==> config.mk <==
export PLATFORM = sky130hd
export DESIGN_NAME = rftxm_regs
export DESIGN_NICKNAME = d
export VERILOG_FILES = /design/src/include/rftxm_pkg.sv /design/src/hdl/rftxm_regs.sv
export VERILOG_INCLUDE_DIRS = /design/src /design/src/include
export SDC_FILE = /design/constraint.sdc
export NUM_CORES = 1
export LEC_CHECK = 0
export ABC_CLOCK_PERIOD_IN_PS = 2700
export BUFFER_PORTS_ARGS = -buffer_cell sky130_fd_sc_hd__buf_4
export CORE_UTILIZATION = 45
export DETAILED_ROUTE_END_ITERATION = 12
export PLACE_DENSITY = 0.91
export SLEW_MARGIN = 20
export SYNTH_ARGS = -nofsm -noshare
export SYNTH_HDL_FRONTEND = slang
export SYNTH_SLANG_ARGS = --single-unit
==> constraint.sdc <==
create_clock -name clk -period 2.7 [get_ports clk]
set_clock_uncertainty 0.1 [all_clocks]
set_input_delay 0.54 -clock clk [delete_from_list [all_inputs] [get_ports clk]]
set_output_delay 0.54 -clock clk [all_outputs]
set_load 0.02 [all_outputs]
==> src/include/rftxm_cfg.svh <==
/*
 Register map and reset values of the transmit mode configuration bank.
 Assumes: included by its bare name; word registers on a 32-bit bus.
*/
`ifndef RFTXM_CFG_SVH
`define RFTXM_CFG_SVH

// Register indices; byte address is four times the index
`define RFTXM_IDX_RSVD_A    6'h0f
`define RFTXM_IDX_RSVD_B    6'h10
`define RFTXM_IDX_MODE      6'h11
`define RFTXM_IDX_TXMODE    6'h12
`define RFTXM_IDX_IRQ_STS   6'h20
`define RFTXM_IDX_IRQ_CLR   6'h21
`define RFTXM_IDX_IRQ_EN    6'h22

// Reset values
`define RFTXM_RST_RSVD      8'h00
`define RFTXM_RST_MODE      8'h3f
`define RFTXM_RST_TXMODE    8'h00

// General mode fields
`define RFTXM_MODE_MSB      7
`define RFTXM_MODE_WAITRF   5
`define RFTXM_MODE_POL      3
`define RFTXM_MODE_PRE_HI   1
`define RFTXM_MODE_PRE_LO   0
`define RFTXM_MODE_MASK     8'hab

// Transmit mode fields
`define RFTXM_TX_CRC        7
`define RFTXM_TX_SPD_HI     6
`define RFTXM_TX_SPD_LO     4
`define RFTXM_TX_INV        3
`define RFTXM_TX_MASK       8'hf8

// Standalone CRC start values
`define RFTXM_PRESET_0      16'h0000
`define RFTXM_PRESET_1      16'h6363
`define RFTXM_PRESET_2      16'ha671
`define RFTXM_PRESET_3      16'hffff

// Interrupt status bits
`define RFTXM_IRQ_ENV       0
`define RFTXM_IRQ_TXBLK     1

`endif

==> src/include/rftxm_pkg.sv <==
/*
 Types of the transmit mode configuration bank.
 Assumes: nothing beyond a SystemVerilog compiler.
*/
package rftxm_pkg;

	typedef enum logic [1:0] {
		RFTXM_BUS_IDLE = 2'b01,
		RFTXM_BUS_ACK  = 2'b10
	} rftxm_bus_e;

	typedef enum logic [2:0] {
		RFTXM_RATE_106 = 3'h0,
		RFTXM_RATE_212 = 3'h1,
		RFTXM_RATE_424 = 3'h2,
		RFTXM_RATE_848 = 3'h3
	} rftxm_rate_e;

	// Avalon-MM request from the master
	typedef struct packed {
		logic [7:0]  address;
		logic        read;
		logic        write;
		logic [31:0] writedata;
		logic [3:0]  byteenable;
	} rftxm_avreq_s;

	// Avalon-MM answer to the master
	typedef struct packed {
		logic [31:0] readdata;
		logic        waitrequest;
	} rftxm_avrsp_s;

	// Settings presented to the transmit and CRC logic
	typedef struct packed {
		logic        crc_bit_order_msb;
		logic [15:0] crc_start_value;
		logic        tx_needs_field;
		logic        envelope_in_polarity;
		logic        tx_crc_append_en;
		logic [2:0]  tx_bit_rate_sel;
		logic        tx_modulation_invert;
	} rftxm_cfg_s;

	// Whole state of the bank
	typedef struct packed {
		rftxm_bus_e  bus;
		logic [31:0] rdata;
		logic [7:0]  mode;
		logic [7:0]  txmode;
		logic [1:0]  sts;
		logic [1:0]  ien;
		logic        irq;
		logic        evt;
		logic        env_n;
		logic        tx_start;
		logic [15:0] crc_res;
		rftxm_cfg_s  cfg;
	} rftxm_state_s;

endpackage

==> src/hdl/rftxm_regs.sv <==
/*
 Transmit mode configuration bank: Avalon-MM slave holding the general
 and transmit mode registers, two reserved slots, interrupt registers
 and the derived settings for the CRC unit and the transmitter.
 Assumes: one clock, inputs synchronous to clk, master keeps Avalon rules.
*/
// Behaviour
// Slots 0Fh and 10h reserved, read zero
// General mode resets 3Fh, bits 6,4,2 reserved
// MSB-first CRC, both result bytes bit reversed
// Bit order ignored during RF communication
// Transmitter starts only while field generated; code enforces this only while mode bit 5 (WAITRF) is set
// Polarity bit selects envelope pin active level
// Polarity change raises envelope activity event
// Preset field picks standalone CRC start value
// RF communication uses automatic CRC preset
// Transmit mode resets 00h, bits 2-0 reserved
// Transmit CRC enable appends generated CRC
// CRC append forced on above 106 kBd
// Speed field selects rate, 1xx reserved
// Invert bit inverts transmit modulation
// Reserved bits and addresses ignore writes, read zero
`timescale 1ns/1ps
`default_nettype none
`include "rftxm_cfg.svh"

module rftxm_regs
	import rftxm_pkg::*;
(
	// Clock and reset
	input  wire logic         clk,
	input  wire logic         reset_n,
	// Avalon-MM slave
	input  wire rftxm_avreq_s av_req,
	output var  rftxm_avrsp_s av_rsp,
	// Transmit and CRC context
	input  wire logic         rf_comm_active,
	input  wire logic         rf_field_on,
	input  wire logic [15:0]  auto_crc_preset,
	input  wire logic [15:0]  crc_raw_result,
	input  wire logic         tx_start_req,
	input  wire logic         envelope_input_pin,
	// Derived settings and events
	output var  rftxm_cfg_s   cfg,
	output logic [15:0]       crc_result_regs,
	output logic              tx_start,
	output logic              envelope_n,
	output logic              envelope_activity_event,
	output logic              irq
);

	rftxm_state_s state_r;
	rftxm_state_s state_nxt;

	logic       req;
	logic       take;
	logic [5:0] idx;
	logic       aligned;
	logic       wr_lo;
	logic [7:0] wbyte;
	logic [7:0] mode_w;
	logic [1:0] sts_set;

	function automatic logic [7:0] rev8(input logic [7:0] b);
		logic [7:0] r;
		r = 8'h00;
		for (int i = 0; i < 8; i++) begin
			r[i] = b[7 - i];
		end
		return r;
	endfunction

	function automatic logic [15:0] preset_of(input logic [1:0] sel);
		logic [15:0] v;
		v = `RFTXM_PRESET_0;
		unique case (sel)
			2'h0: v = `RFTXM_PRESET_0;
			2'h1: v = `RFTXM_PRESET_1;
			2'h2: v = `RFTXM_PRESET_2;
			2'h3: v = `RFTXM_PRESET_3;
		endcase
		return v;
	endfunction

	assign req     = av_req.read | av_req.write;
	assign take    = req && (state_r.bus == RFTXM_BUS_ACK);
	assign idx     = av_req.address[7:2];
	assign aligned = (av_req.address[1:0] == 2'h0);
	assign wr_lo   = take && av_req.write && aligned && av_req.byteenable[0];
	assign wbyte   = av_req.writedata[7:0];

	always_comb begin
		state_nxt = state_r;
		mode_w    = state_r.mode;
		sts_set   = 2'h0;
		state_nxt.evt = 1'b0;

		// One wait cycle, then the answer for one cycle
		unique case (state_r.bus)
			RFTXM_BUS_IDLE: begin
				if (req) begin
					state_nxt.bus = RFTXM_BUS_ACK;
				end
			end
			RFTXM_BUS_ACK: begin
				state_nxt.bus = RFTXM_BUS_IDLE;
			end
			default: begin
				state_nxt.bus = RFTXM_BUS_IDLE;
			end
		endcase

		// Read data prepared while the master waits
		state_nxt.rdata = 32'h0000_0000;
		if (av_req.read && aligned && state_r.bus == RFTXM_BUS_IDLE) begin
			unique case (idx)
				`RFTXM_IDX_MODE:    state_nxt.rdata[7:0] = state_r.mode & `RFTXM_MODE_MASK;
				`RFTXM_IDX_TXMODE:  state_nxt.rdata[7:0] = state_r.txmode & `RFTXM_TX_MASK;
				`RFTXM_IDX_IRQ_STS: state_nxt.rdata[1:0] = state_r.sts;
				`RFTXM_IDX_IRQ_EN:  state_nxt.rdata[1:0] = state_r.ien;
				default:            state_nxt.rdata = 32'h0000_0000;
			endcase
		end

		// Register writes; reserved bits stay zero
		if (wr_lo) begin
			unique case (idx)
				`RFTXM_IDX_MODE: begin
					mode_w = wbyte & `RFTXM_MODE_MASK;
				end
				`RFTXM_IDX_TXMODE: begin
					state_nxt.txmode[`RFTXM_TX_CRC] = wbyte[`RFTXM_TX_CRC];
					state_nxt.txmode[`RFTXM_TX_INV] = wbyte[`RFTXM_TX_INV];
					// Reserved rate codes keep the previous rate
					if (!wbyte[`RFTXM_TX_SPD_HI]) begin
						state_nxt.txmode[6:4] = wbyte[6:4];
					end
					state_nxt.txmode[2:0] = 3'h0;
				end
				`RFTXM_IDX_IRQ_EN: begin
					state_nxt.ien = wbyte[1:0];
				end
				default: begin
				end
			endcase
		end
		state_nxt.mode = mode_w;

		// Polarity change is an envelope activity event
		if (mode_w[`RFTXM_MODE_POL] != state_r.mode[`RFTXM_MODE_POL]) begin
			state_nxt.evt = 1'b1;
			sts_set[`RFTXM_IRQ_ENV] = 1'b1;
		end

		// Transmitter start gated by the field while the WAITRF mode bit is set
		state_nxt.tx_start = tx_start_req
			&& (!state_r.mode[`RFTXM_MODE_WAITRF] || rf_field_on);
		sts_set[`RFTXM_IRQ_TXBLK] = tx_start_req && !state_nxt.tx_start;

		// Sticky status, set wins over clear
		if (wr_lo && idx == `RFTXM_IDX_IRQ_CLR) begin
			state_nxt.sts = state_r.sts & ~wbyte[1:0];
		end
		state_nxt.sts = state_nxt.sts | sts_set;
		state_nxt.irq = |(state_nxt.sts & state_nxt.ien);

		// Internal envelope is active low either way
		state_nxt.env_n = state_r.mode[`RFTXM_MODE_POL]
			? ~envelope_input_pin : envelope_input_pin;

		// Settings for the CRC unit
		state_nxt.cfg.crc_bit_order_msb = state_r.mode[`RFTXM_MODE_MSB]
			&& !rf_comm_active;
		state_nxt.cfg.crc_start_value = rf_comm_active ? auto_crc_preset
			: preset_of(state_r.mode[1:0]);
		state_nxt.crc_res = state_nxt.cfg.crc_bit_order_msb
			? {rev8(crc_raw_result[15:8]), rev8(crc_raw_result[7:0])}
			: crc_raw_result;

		// Settings for the transmitter
		state_nxt.cfg.tx_needs_field       = state_r.mode[`RFTXM_MODE_WAITRF];
		state_nxt.cfg.envelope_in_polarity = state_r.mode[`RFTXM_MODE_POL];
		state_nxt.cfg.tx_crc_append_en = state_r.txmode[`RFTXM_TX_CRC]
			|| (state_r.txmode[6:4] != RFTXM_RATE_106);
		state_nxt.cfg.tx_bit_rate_sel      = state_r.txmode[6:4];
		state_nxt.cfg.tx_modulation_invert = state_r.txmode[`RFTXM_TX_INV];
	end

	always_ff @(posedge clk or negedge reset_n) begin
		if (!reset_n) begin
			state_r.bus      <= RFTXM_BUS_IDLE;
			state_r.rdata    <= 32'h0000_0000;
			state_r.mode     <= `RFTXM_RST_MODE;
			state_r.txmode   <= `RFTXM_RST_TXMODE;
			state_r.sts      <= 2'h0;
			state_r.ien      <= 2'h0;
			state_r.irq      <= 1'b0;
			state_r.evt      <= 1'b0;
			state_r.env_n    <= 1'b1;
			state_r.tx_start <= 1'b0;
			state_r.crc_res  <= 16'h0000;
			state_r.cfg      <= '0;
		end else begin
			state_r <= state_nxt;
		end
	end

	assign av_rsp.readdata         = state_r.rdata;
	assign av_rsp.waitrequest      = (state_r.bus != RFTXM_BUS_ACK);
	assign cfg                     = state_r.cfg;
	assign crc_result_regs         = state_r.crc_res;
	assign tx_start                = state_r.tx_start;
	assign envelope_n              = state_r.env_n;
	assign envelope_activity_event = state_r.evt;
	assign irq                     = state_r.irq;
endmodule

`default_nettype wire

==> results.ini, run 1 <==
[power_and_ir_drop]
p_int_mw=1.49
switchingPower_mw=0.526
ir_drop_v=0.000259
power_mw=2.02
p_leak_nw=1.87
clkPwrFrac=0.343
powerDensity_nw_per_um2=565
switching_share=0.260
seqPwrFrac=0.509
combPwrFrac=0.148

[clock_network]
cts_resized=0
cts_tree=done
clkLatencyLatePin_ns=0.33
clock_sinks=64
cts-root-buf=clkbuf_8
clockBufferDepth=2
clk_pin_slew_ns=0.07
postCtsSetupBuffers=0
cts_buffers=9
htreeDepth=3
cts_hold_buf=0

[synthesis]
ys_ff_latch=64
synth.cell_area_um2=2980
ys_seq_area_frac=0.540
syn_inst=257
avgSynthCellArea_um2=11.6
synth_warnings=0
synthTopCellsByArea=dfrtp_1 49%, buf_4 18%, mux2_2 10%
synth_top_cell_area_share=0.487
synth.distinct_cells=35
synth_largest_area_cell=dfrtp_1

[sta]
fin_setup_tns_ns=0
fin_crit_sh=0.797
rsz0062_at_grt=false
slew_violations=0
worst_slew_pin_slew_ns=0.800
max_clock_freq_ghz=0.465
post-route-min-period_ns=2.15
max_slew_margin=0.467
setup_violations=0
hold_violations=0
hold_ws_ns=0.200

[finish]
diodes=0
drive_gt1_frac=0.482
syn2layout_area_growth_pct=20.0
final_cell_count_no_fill=405
n_fill_cell=547
nets=407

[routing]
vias=1853
drt-total-wl_mm=5.48
drtPass1Iterations=4
wl_per_cell_um=13.5
drc=0
drt_iter0_drc=38
drt.antenna.violating_nets=0
vias_per_cell=4.58

[worst_hold_path]
worstHoldPathType=in -> async

[floorplanning]
core_area_um2=6390
initial_utilization=0.466
die_h_um=83.4
dieArea_um2=6950
rows=29
chipWidth_um=83.4
ios=161

[setup_path]
cp_slowest_cell=or4b_4
arrival_ns=2.28
r2r_slack_ns=0.63
critPathKind=in -> reg
start_kind=input pin
reg2reg_depth=4
r2r-end=state_nxt[2]
worstReg2RegStart=state_r[96]
slowest_delay_ns=0.56
path_cells=buf_4 -> or4b_4 -> nor4_1 -> mux2_2 -> a2bb2o_4
path_max_fanout=4
cp.required_ns=2.83
crit_path_end_kind=flip-flop

[placement]
dp.cells=389
gp_congestion=0.767
io_buffers=105
hpwl_mm=4.05

[grt]
grt-ovfl-total=0
grtUsageTotal=0.166
grt_first_pass_wirelength_mm=9.00
antenna_found_initial=0
grt_pass1_vias=1929
grt_max_degree=65

[flow_run]
maxCapViolCount=0

[status]
status=complete, no violations

[worst max-delay path by stage]
stage          startpoint  end
5_1_grt        av_req[43]  irq
3_3_place_gp   av_req[43]  irq
3_5_place_dp   av_req[43]  irq
2_1_floorplan  av_req[43]  irq
6_report       av_req[43]  irq
4_1_cts        av_req[43]  irq
[cell type report]
type	count	area, um^2	share of cell area
tap	77	96.3	0.0270
clock inverter	3	17.5	0.00490
clock buffer	13	149	0.0417
multi-input combinational	131	866	0.242
timing repair buffer	106	796	0.223
sequential	64	1610	0.450
inverter	11	41.3	0.0116
[metal layers]
layer,vias up,track usage,share of wire
met1,892,0.193,0.38
met3,13,0.0497,0.068
met4,0,0.0893,0.024
met2,77,0.276,0.53
met5,-,0,0
li1,871,-,-
[stage by stage]
step                      instance area (um^2)  worst slack, ns  utilization
after floorplan                           3080            0.438            -
after global placement                    3410            0.227        0.534
after detailed placement                  3410            0.211        0.534
after CTS                                 3570            0.569        0.560
after global routing                      3570            0.502        0.560
final                                     3570            0.549        0.560
[power by group through the flow]
stage | registers (mW) | logic [mW] | clock network [mW]
after global placement | 1.04 | 0.291 | 0
after CTS | 1.03 | 0.303 | 0.715
final | 1.03 | 0.300 | 0.693
after global routing | 1.03 | 0.324 | 0.758
after detailed placement | 1.05 | 0.302 | 0
after floorplan | 1.04 | 0.211 | 0
[critical path: cells and delay by family]
kind | cells | cell delay, ns
buffers and inverters | 1 | 0.11
AOI/OAI and AO/OA | 1 | 0.20
muxes | 1 | 0.42
and+or+nand+nor | 2 | 1.00
[state kept, by name, indices dropped and copies added (netlist names)]
name and cells:
cfg 23, crc_result_regs 16, state_r 10, av_rsp 6
state_nxt 5, envelope_activity_event 1, envelope_n 1, irq 1
tx_start 1
[synth_stat cells]
cell	number
nand3_1	2
buf_4	72
conb_1	1
nor4_4	1
mux2i_1	1
mux2_2	27
or2_2	2
nand2_1	23
nand4b_1	1
nor3_1	2
nor2_1	9
or4b_1	1
nand3b_1	2
buf_2	1
a21oi_1	5
o41ai_1	1
or4b_4	1
clkbuf_1	3
xor2_1	2
or4_1	1
and2_1	1
buf_1	1
a2bb2o_4	1
nor2b_1	2
inv_1	11
a22oi_1	5
nor4_1	3
a22oi_2	1
o21ai_0	2
a21boi_0	1
o211ai_1	1
nand2b_1	5
or3_1	1
dfrtp_1	58
dfstp_2	6
[kinds of logic after synthesis]
logic type	count (synthesis)	share of synthesized area
AOI/OAI and AO/OA	17	0.0433
xor gates and xnor gates	2	0.00588
buffers and inverters	88	0.202
DFF	64	0.540
muxes	28	0.105
other	1	0.00126
and+or+nand+nor	57	0.102
[placed cells by master (no fill, tap or decap), types with 3 or more instances in the layout]
cell type  instances
conb_1            27
nor4_1             3
dfstp_2            6
a21oi_1            5
mux2_2            27
nand2b_1           5
buf_4            106
nor2_1             9
nand2_1           23
inv_1             11
dfrtp_1           58
a22oi_1            5
clkbuf_1           3
clkbuf_8          10
Power figures use the tool's default switching activity.
==> run 2: changes to the inputs <==
ABC_CLOCK_PERIOD_IN_PS = 2080   (was 2700)
clock period = 2.08 ns   (was 2.7 ns; I/O delays follow)
==> results.ini, run 2 (synthesis gave the netlist of run 1 again) <==
[setup_path]
r2r-end=state_nxt[2]
crit_family=simple AND/OR/NAND/NOR gates
arrival_ns=2.11  ; -0.17 ns
critPathKind=reg -> reg
path_cells=nand4b_1 -> or2_2 -> nor4_1 -> buf_4 -> mux2_2
cp.required_ns=2.19  ; -0.64 ns
start_kind=flip-flop
cp_slowest_cell=or2_2
crit_buf_inv=1  ; unchanged
reg2reg_depth=5  ; +1
crit_path_end_kind=flip-flop
slowest_delay_ns=0.38  ; -0.18 ns
worstReg2RegStart=state_r[96]
path_max_fanout=5  ; +1
r2r_slack_ns=0.07  ; -0.56 ns

[finish]
fin_util=0.575  ; +0.0149
layout_common_cells=116 x buf_4, 58 x dfrtp_1, 27 x mux2_2, 27 x conb_1, 23 x nand2_1
top_register=cfg
final_common_cell=buf_4
diodes=0  ; unchanged
drive_gt1_frac=0.507  ; +0.0257
syn2layout_area_growth_pct=23.2
largest_register_ffs=23  ; unchanged
n_fill_cell=561  ; +2.6%
nets=417  ; +2.5%

[sta]
max_slew_margin=0.479  ; +0.0117
post-route-min-period_ns=2.01
setup_violations=0  ; unchanged
worst_slew_pin_slew_ns=0.782  ; -0.0176 ns
hold_violations=0  ; unchanged
slew_violations=0  ; unchanged
fin_crit_sh=0.965
max_clock_freq_ghz=0.498

[placement]
io_buffers=105  ; unchanged
hpwl_mm=4.14  ; +2.3%
gp_congestion=0.778  ; +1.4%

[clock_network]
htreeDepth=3  ; unchanged
cts_tree=done
cts-root-buf=clkbuf_8
clk_pin_slew_ns=0.06  ; about the same
cts_hold_buf=0  ; unchanged
clock_sinks=64  ; unchanged
clkLatencyLatePin_ns=0.32  ; about the same
cts_buffers=9  ; unchanged
clockBufferDepth=2  ; unchanged

[power_and_ir_drop]
switchingPower_mw=0.686  ; +30%
seqPwrFrac=0.502  ; -0.007
power_mw=2.66  ; +31%
clkPwrFrac=0.350  ; +0.007
ir_drop_v=0.000397  ; +53%
combPwrFrac=0.148  ; about the same
p_int_mw=1.97  ; +32%
powerDensity_nw_per_um2=724  ; +28%
p_leak_nw=1.93  ; +3.2%
switching_share=0.258  ; -0.00237

[routing]
drc=0  ; unchanged
drt-total-wl_mm=5.66  ; +3.2%
drtPass1Iterations=4  ; unchanged
drt.antenna.violating_nets=0  ; unchanged
vias_per_cell=4.65  ; +1.6%
drt_iter0_drc=66  ; +74%
vias=1925  ; +3.9%
wl_per_cell_um=13.7  ; +0.95%

[floorplanning]
rows=29  ; unchanged
die_h_um=83.4  ; unchanged
dieArea_um2=6950  ; unchanged
chipWidth_um=83.4  ; unchanged
initial_utilization=0.466  ; unchanged
core_area_um2=6390  ; unchanged
ios=161  ; unchanged

[grt]
met2_usage=0.296  ; +0.0194
grtUsageMet3=0.0517  ; +0.00199
grt_pass1_vias=1981  ; +2.7%
met1_usage=0.186  ; -0.00655
grtUsageTotal=0.170  ; +0.00409
grt_max_degree=65  ; unchanged
antenna_found_initial=0  ; unchanged
grt-ovfl-total=0  ; unchanged
gr-max-usage-layer=met2
grt_first_pass_wirelength_mm=9.18  ; +2.0%

[flow_run]
maxCapViolCount=0  ; unchanged

[status]
status=complete, no violations

[worst_hold_path]
worstHoldPathType=in -> async

## run 2: power by group through the flow
| stage | Sequential [mW] | Combinational (mW) | Clock [mW] |
|---|---|---|---|
| final | 1.33 | 0.394 | 0.929 |
| after floorplan | 1.35 | 0.275 | 0 |
| after CTS | 1.33 | 0.397 | 0.951 |
| after detailed placement | 1.36 | 0.397 | 0 |
| after global routing | 1.34 | 0.430 | 1.02 |
| after global placement | 1.35 | 0.385 | 0 |
## run 2: final cells by class
type | instances | area, um^2 | share of cell area
tap | 77 | 96.3 | 0.0263
clock buffer | 12 | 155 | 0.0423
inverter | 11 | 41.3 | 0.0113
timing repair buffer | 116 | 871 | 0.237
multi-input combinational | 131 | 880 | 0.240
clock inverter | 3 | 17.5 | 0.00477
sequential | 64 | 1610 | 0.438
## run 2: routing by layer
metal	part of all wire	vias up
met5	0	-
met4	0.018	0
met3	0.064	14
met2	0.55	87
met1	0.37	933
li1	-	891
## run 2: worst reg2reg max path: stages (launching register included)
cell      delay, ns
dfstp_2        0.37
nand4b_1       0.30
or2_2          0.38
nor4_1         0.26
buf_4          0.16
mux2_2         0.32
## run 2: metrics by stage
stage | cell area, um^2 | setup WS [ns] | std cells | hold slack (ns) | setup TNS, ns
floorplan | 3080 | 0.0310 | 283 | 0.0204 | 0
global placement | 3490 | -0.145 | 399 | 0.289 | -0.554
detailed placement | 3490 | -0.164 | 399 | 0.298 | -0.816
CTS | 3660 | 0.0376 | 414 | 0.0988 | 0
global route | 3670 | -0.0209 | 414 | 0.123 | -0.0355
finish | 3670 | 0.0738 | 414 | 0.0702 | 0
## run 2: worst max path at each step
stage / from / to / slack (ns) / cells after the start
2_1_floorplan: av_req[43] / irq / 0.03 / 4
3_3_place_gp: av_req[43] / irq / -0.15 / 5
3_5_place_dp: av_req[43] / irq / -0.16 / 5
4_1_cts: av_req[43] / irq / 0.04 / 6
5_1_grt: state_r[96] / state_nxt[2] / -0.02 / 5
6_report: state_r[96] / state_nxt[2] / 0.07 / 5
## run 2: repair_timing
item,4_1_cts,5_1_grt
setup endpoints to repair,0,1
gates resized for setup,0,1
endpoints found under the hold margin,0,0
setup buffers,0,0
==> run 3: changes to the inputs <==
RECOVER_POWER = 25   (was default)
==> results.ini, run 3 (synthesis gave the netlist of run 1 again) <==
[routing]
vias=1928  ; +0.16%
vias_per_cell=4.66  ; +0.16%
drc=0  ; unchanged
drtPass1Iterations=5  ; +1
drt_iter0_drc=67  ; +1.5%
wl_per_cell_um=13.7  ; +0.18%
drt.antenna.violating_nets=0  ; unchanged
drt-total-wl_mm=5.67  ; +0.18%

[setup_path]
cp.required_ns=2.19  ; about the same
arrival_ns=2.11  ; about the same
crit_family=simple AND/OR/NAND/NOR gates
slowest_delay_ns=0.38  ; about the same
critPathKind=reg -> reg
path_max_fanout=5  ; unchanged
start_kind=flip-flop
crit_path_end_kind=flip-flop
path_cells=nand4b_1 -> or2_2 -> nor4_1 -> buf_4 -> mux2_2
crit_buf_inv=1  ; unchanged
cp_slowest_cell=or2_2

[sta]
slew_violations=65  ; +65
max_clock_freq_ghz=0.499  ; +0.18%
fin_crit_sh=0.963  ; -0.00171
post-route-min-period_ns=2.00  ; -0.00355 ns
setup_violations=0  ; unchanged
worst_slew_pin_slew_ns=1.53  ; +0.752 ns
hold_violations=0  ; unchanged
max_slew_margin=-0.0230  ; -0.502
worst_slack_ns=0.0774  ; +0.00355 ns

[worst_hold_path]
worstHoldPathType=in -> reg

[clock_network]
clockBufferDepth=2  ; unchanged
clkLatencyLatePin_ns=0.32  ; about the same
clock_sinks=64  ; unchanged
postCtsSetupBuffers=0  ; unchanged
cts-root-buf=clkbuf_8
htreeDepth=3  ; unchanged
cts_hold_buf=0  ; unchanged
cts_tree=done
cts_buffers=9  ; unchanged
cts_resized=0  ; unchanged
clk_pin_slew_ns=0.06  ; about the same

[placement]
gp_congestion=0.778  ; unchanged
io_buffers=105  ; unchanged
pre_cts_ws_ns=-0.164  ; unchanged
hpwl_mm=4.14  ; unchanged
place_area_um2=3490  ; unchanged

[power_and_ir_drop]
ir_drop_v=0.000392  ; -1.0%
power_mw=2.65  ; about the same
p_leak_nw=1.93  ; about the same
powerDensity_nw_per_um2=724  ; about the same

[grt]
grt_pass1_vias=1981  ; unchanged
grt_first_pass_wirelength_mm=9.18  ; unchanged
grt-ovfl-total=0  ; unchanged
grtUsageTotal=0.170  ; unchanged
grt_max_degree=65  ; unchanged
antenna_found_initial=0  ; unchanged

[floorplanning]
rows=29  ; unchanged
die_h_um=83.4  ; unchanged
chipWidth_um=83.4  ; unchanged
dieArea_um2=6950  ; unchanged
core_area_um2=6390  ; unchanged
initial_utilization=0.466  ; unchanged
ios=161  ; unchanged

[finish]
top_register=cfg
layout_common_cells=115 x buf_4, 58 x dfrtp_1, 27 x mux2_2, 27 x conb_1, 23 x nand2_1
final_common_cell=buf_4
nets=417  ; unchanged
diodes=0  ; unchanged
syn2layout_area_growth_pct=23.1  ; about the same
largest_register_ffs=23  ; unchanged
final_cell_area_um2=3670  ; about the same
n_fill_cell=562  ; +0.18%
drive_gt1_frac=0.501  ; -0.00593

[flow_run]
maxCapViolCount=1  ; +1

[status]
status=finished, violations left
violations=max-capacitance violations, max-slew violations

run 3: cell count changes in the layout (fill, tap and decap cells not counted), sizes merged:
cell | previous run | this run
clkbuf | 12 | 13
buf | 116 | 115
run 3: final cells by class:
cell class | instances | area, um^2 | area share
flip-flops and latches | 64 | 1610 | 0.439
multi-input cells | 131 | 880 | 0.240
repair buffers | 116 | 868 | 0.237
clock buffers | 12 | 155 | 0.0423
well taps | 77 | 96.3 | 0.0263
inverters | 11 | 41.3 | 0.0113
clock inverters | 3 | 17.5 | 0.00478
run 3: metal layers:
metal	part of all wire	track usage	vias up
met5	0	0	-
li1	-	-	891
met1	0.37	0.186	938
met3	0.064	0.0517	11
met2	0.55	0.296	88
met4	0.016	0.0909	0
run 3: power breakdown:
group	switching, mW	internal (mW)
Clock	0.440	0.487
Sequential	0.0234	1.31
Combinational	0.221	0.173
Total	0.684	1.97
run 3: worst paths after layout:
check,startpoint,endpoint,slack [ns],cells after the start
worst max-delay path,state_r[96],state_nxt[2],0.08,5
worst min-delay path,envelope_input_pin,envelope_n,0.13,2
worst max register to register,state_r[96],state_nxt[2],0.08,5
worst min register to register,state_nxt[0],cfg[0],0.31,0
max in group asynchronous,reset_n,state_r[44],0.59,1
min in group asynchronous,reset_n,crc_result_regs[14],0.37,1
run 3: per-stage QoR:
stage,setup TNS [ns],cells,util,hold slack [ns]
finish,0,414,0.574,0.133
global route,-0.0354,414,0.574,0.123
CTS,0,414,0.573,0.0988
detailed placement,-0.816,399,0.546,0.298
global placement,-0.554,399,0.546,0.289
floorplan,0,283,-,0.0204
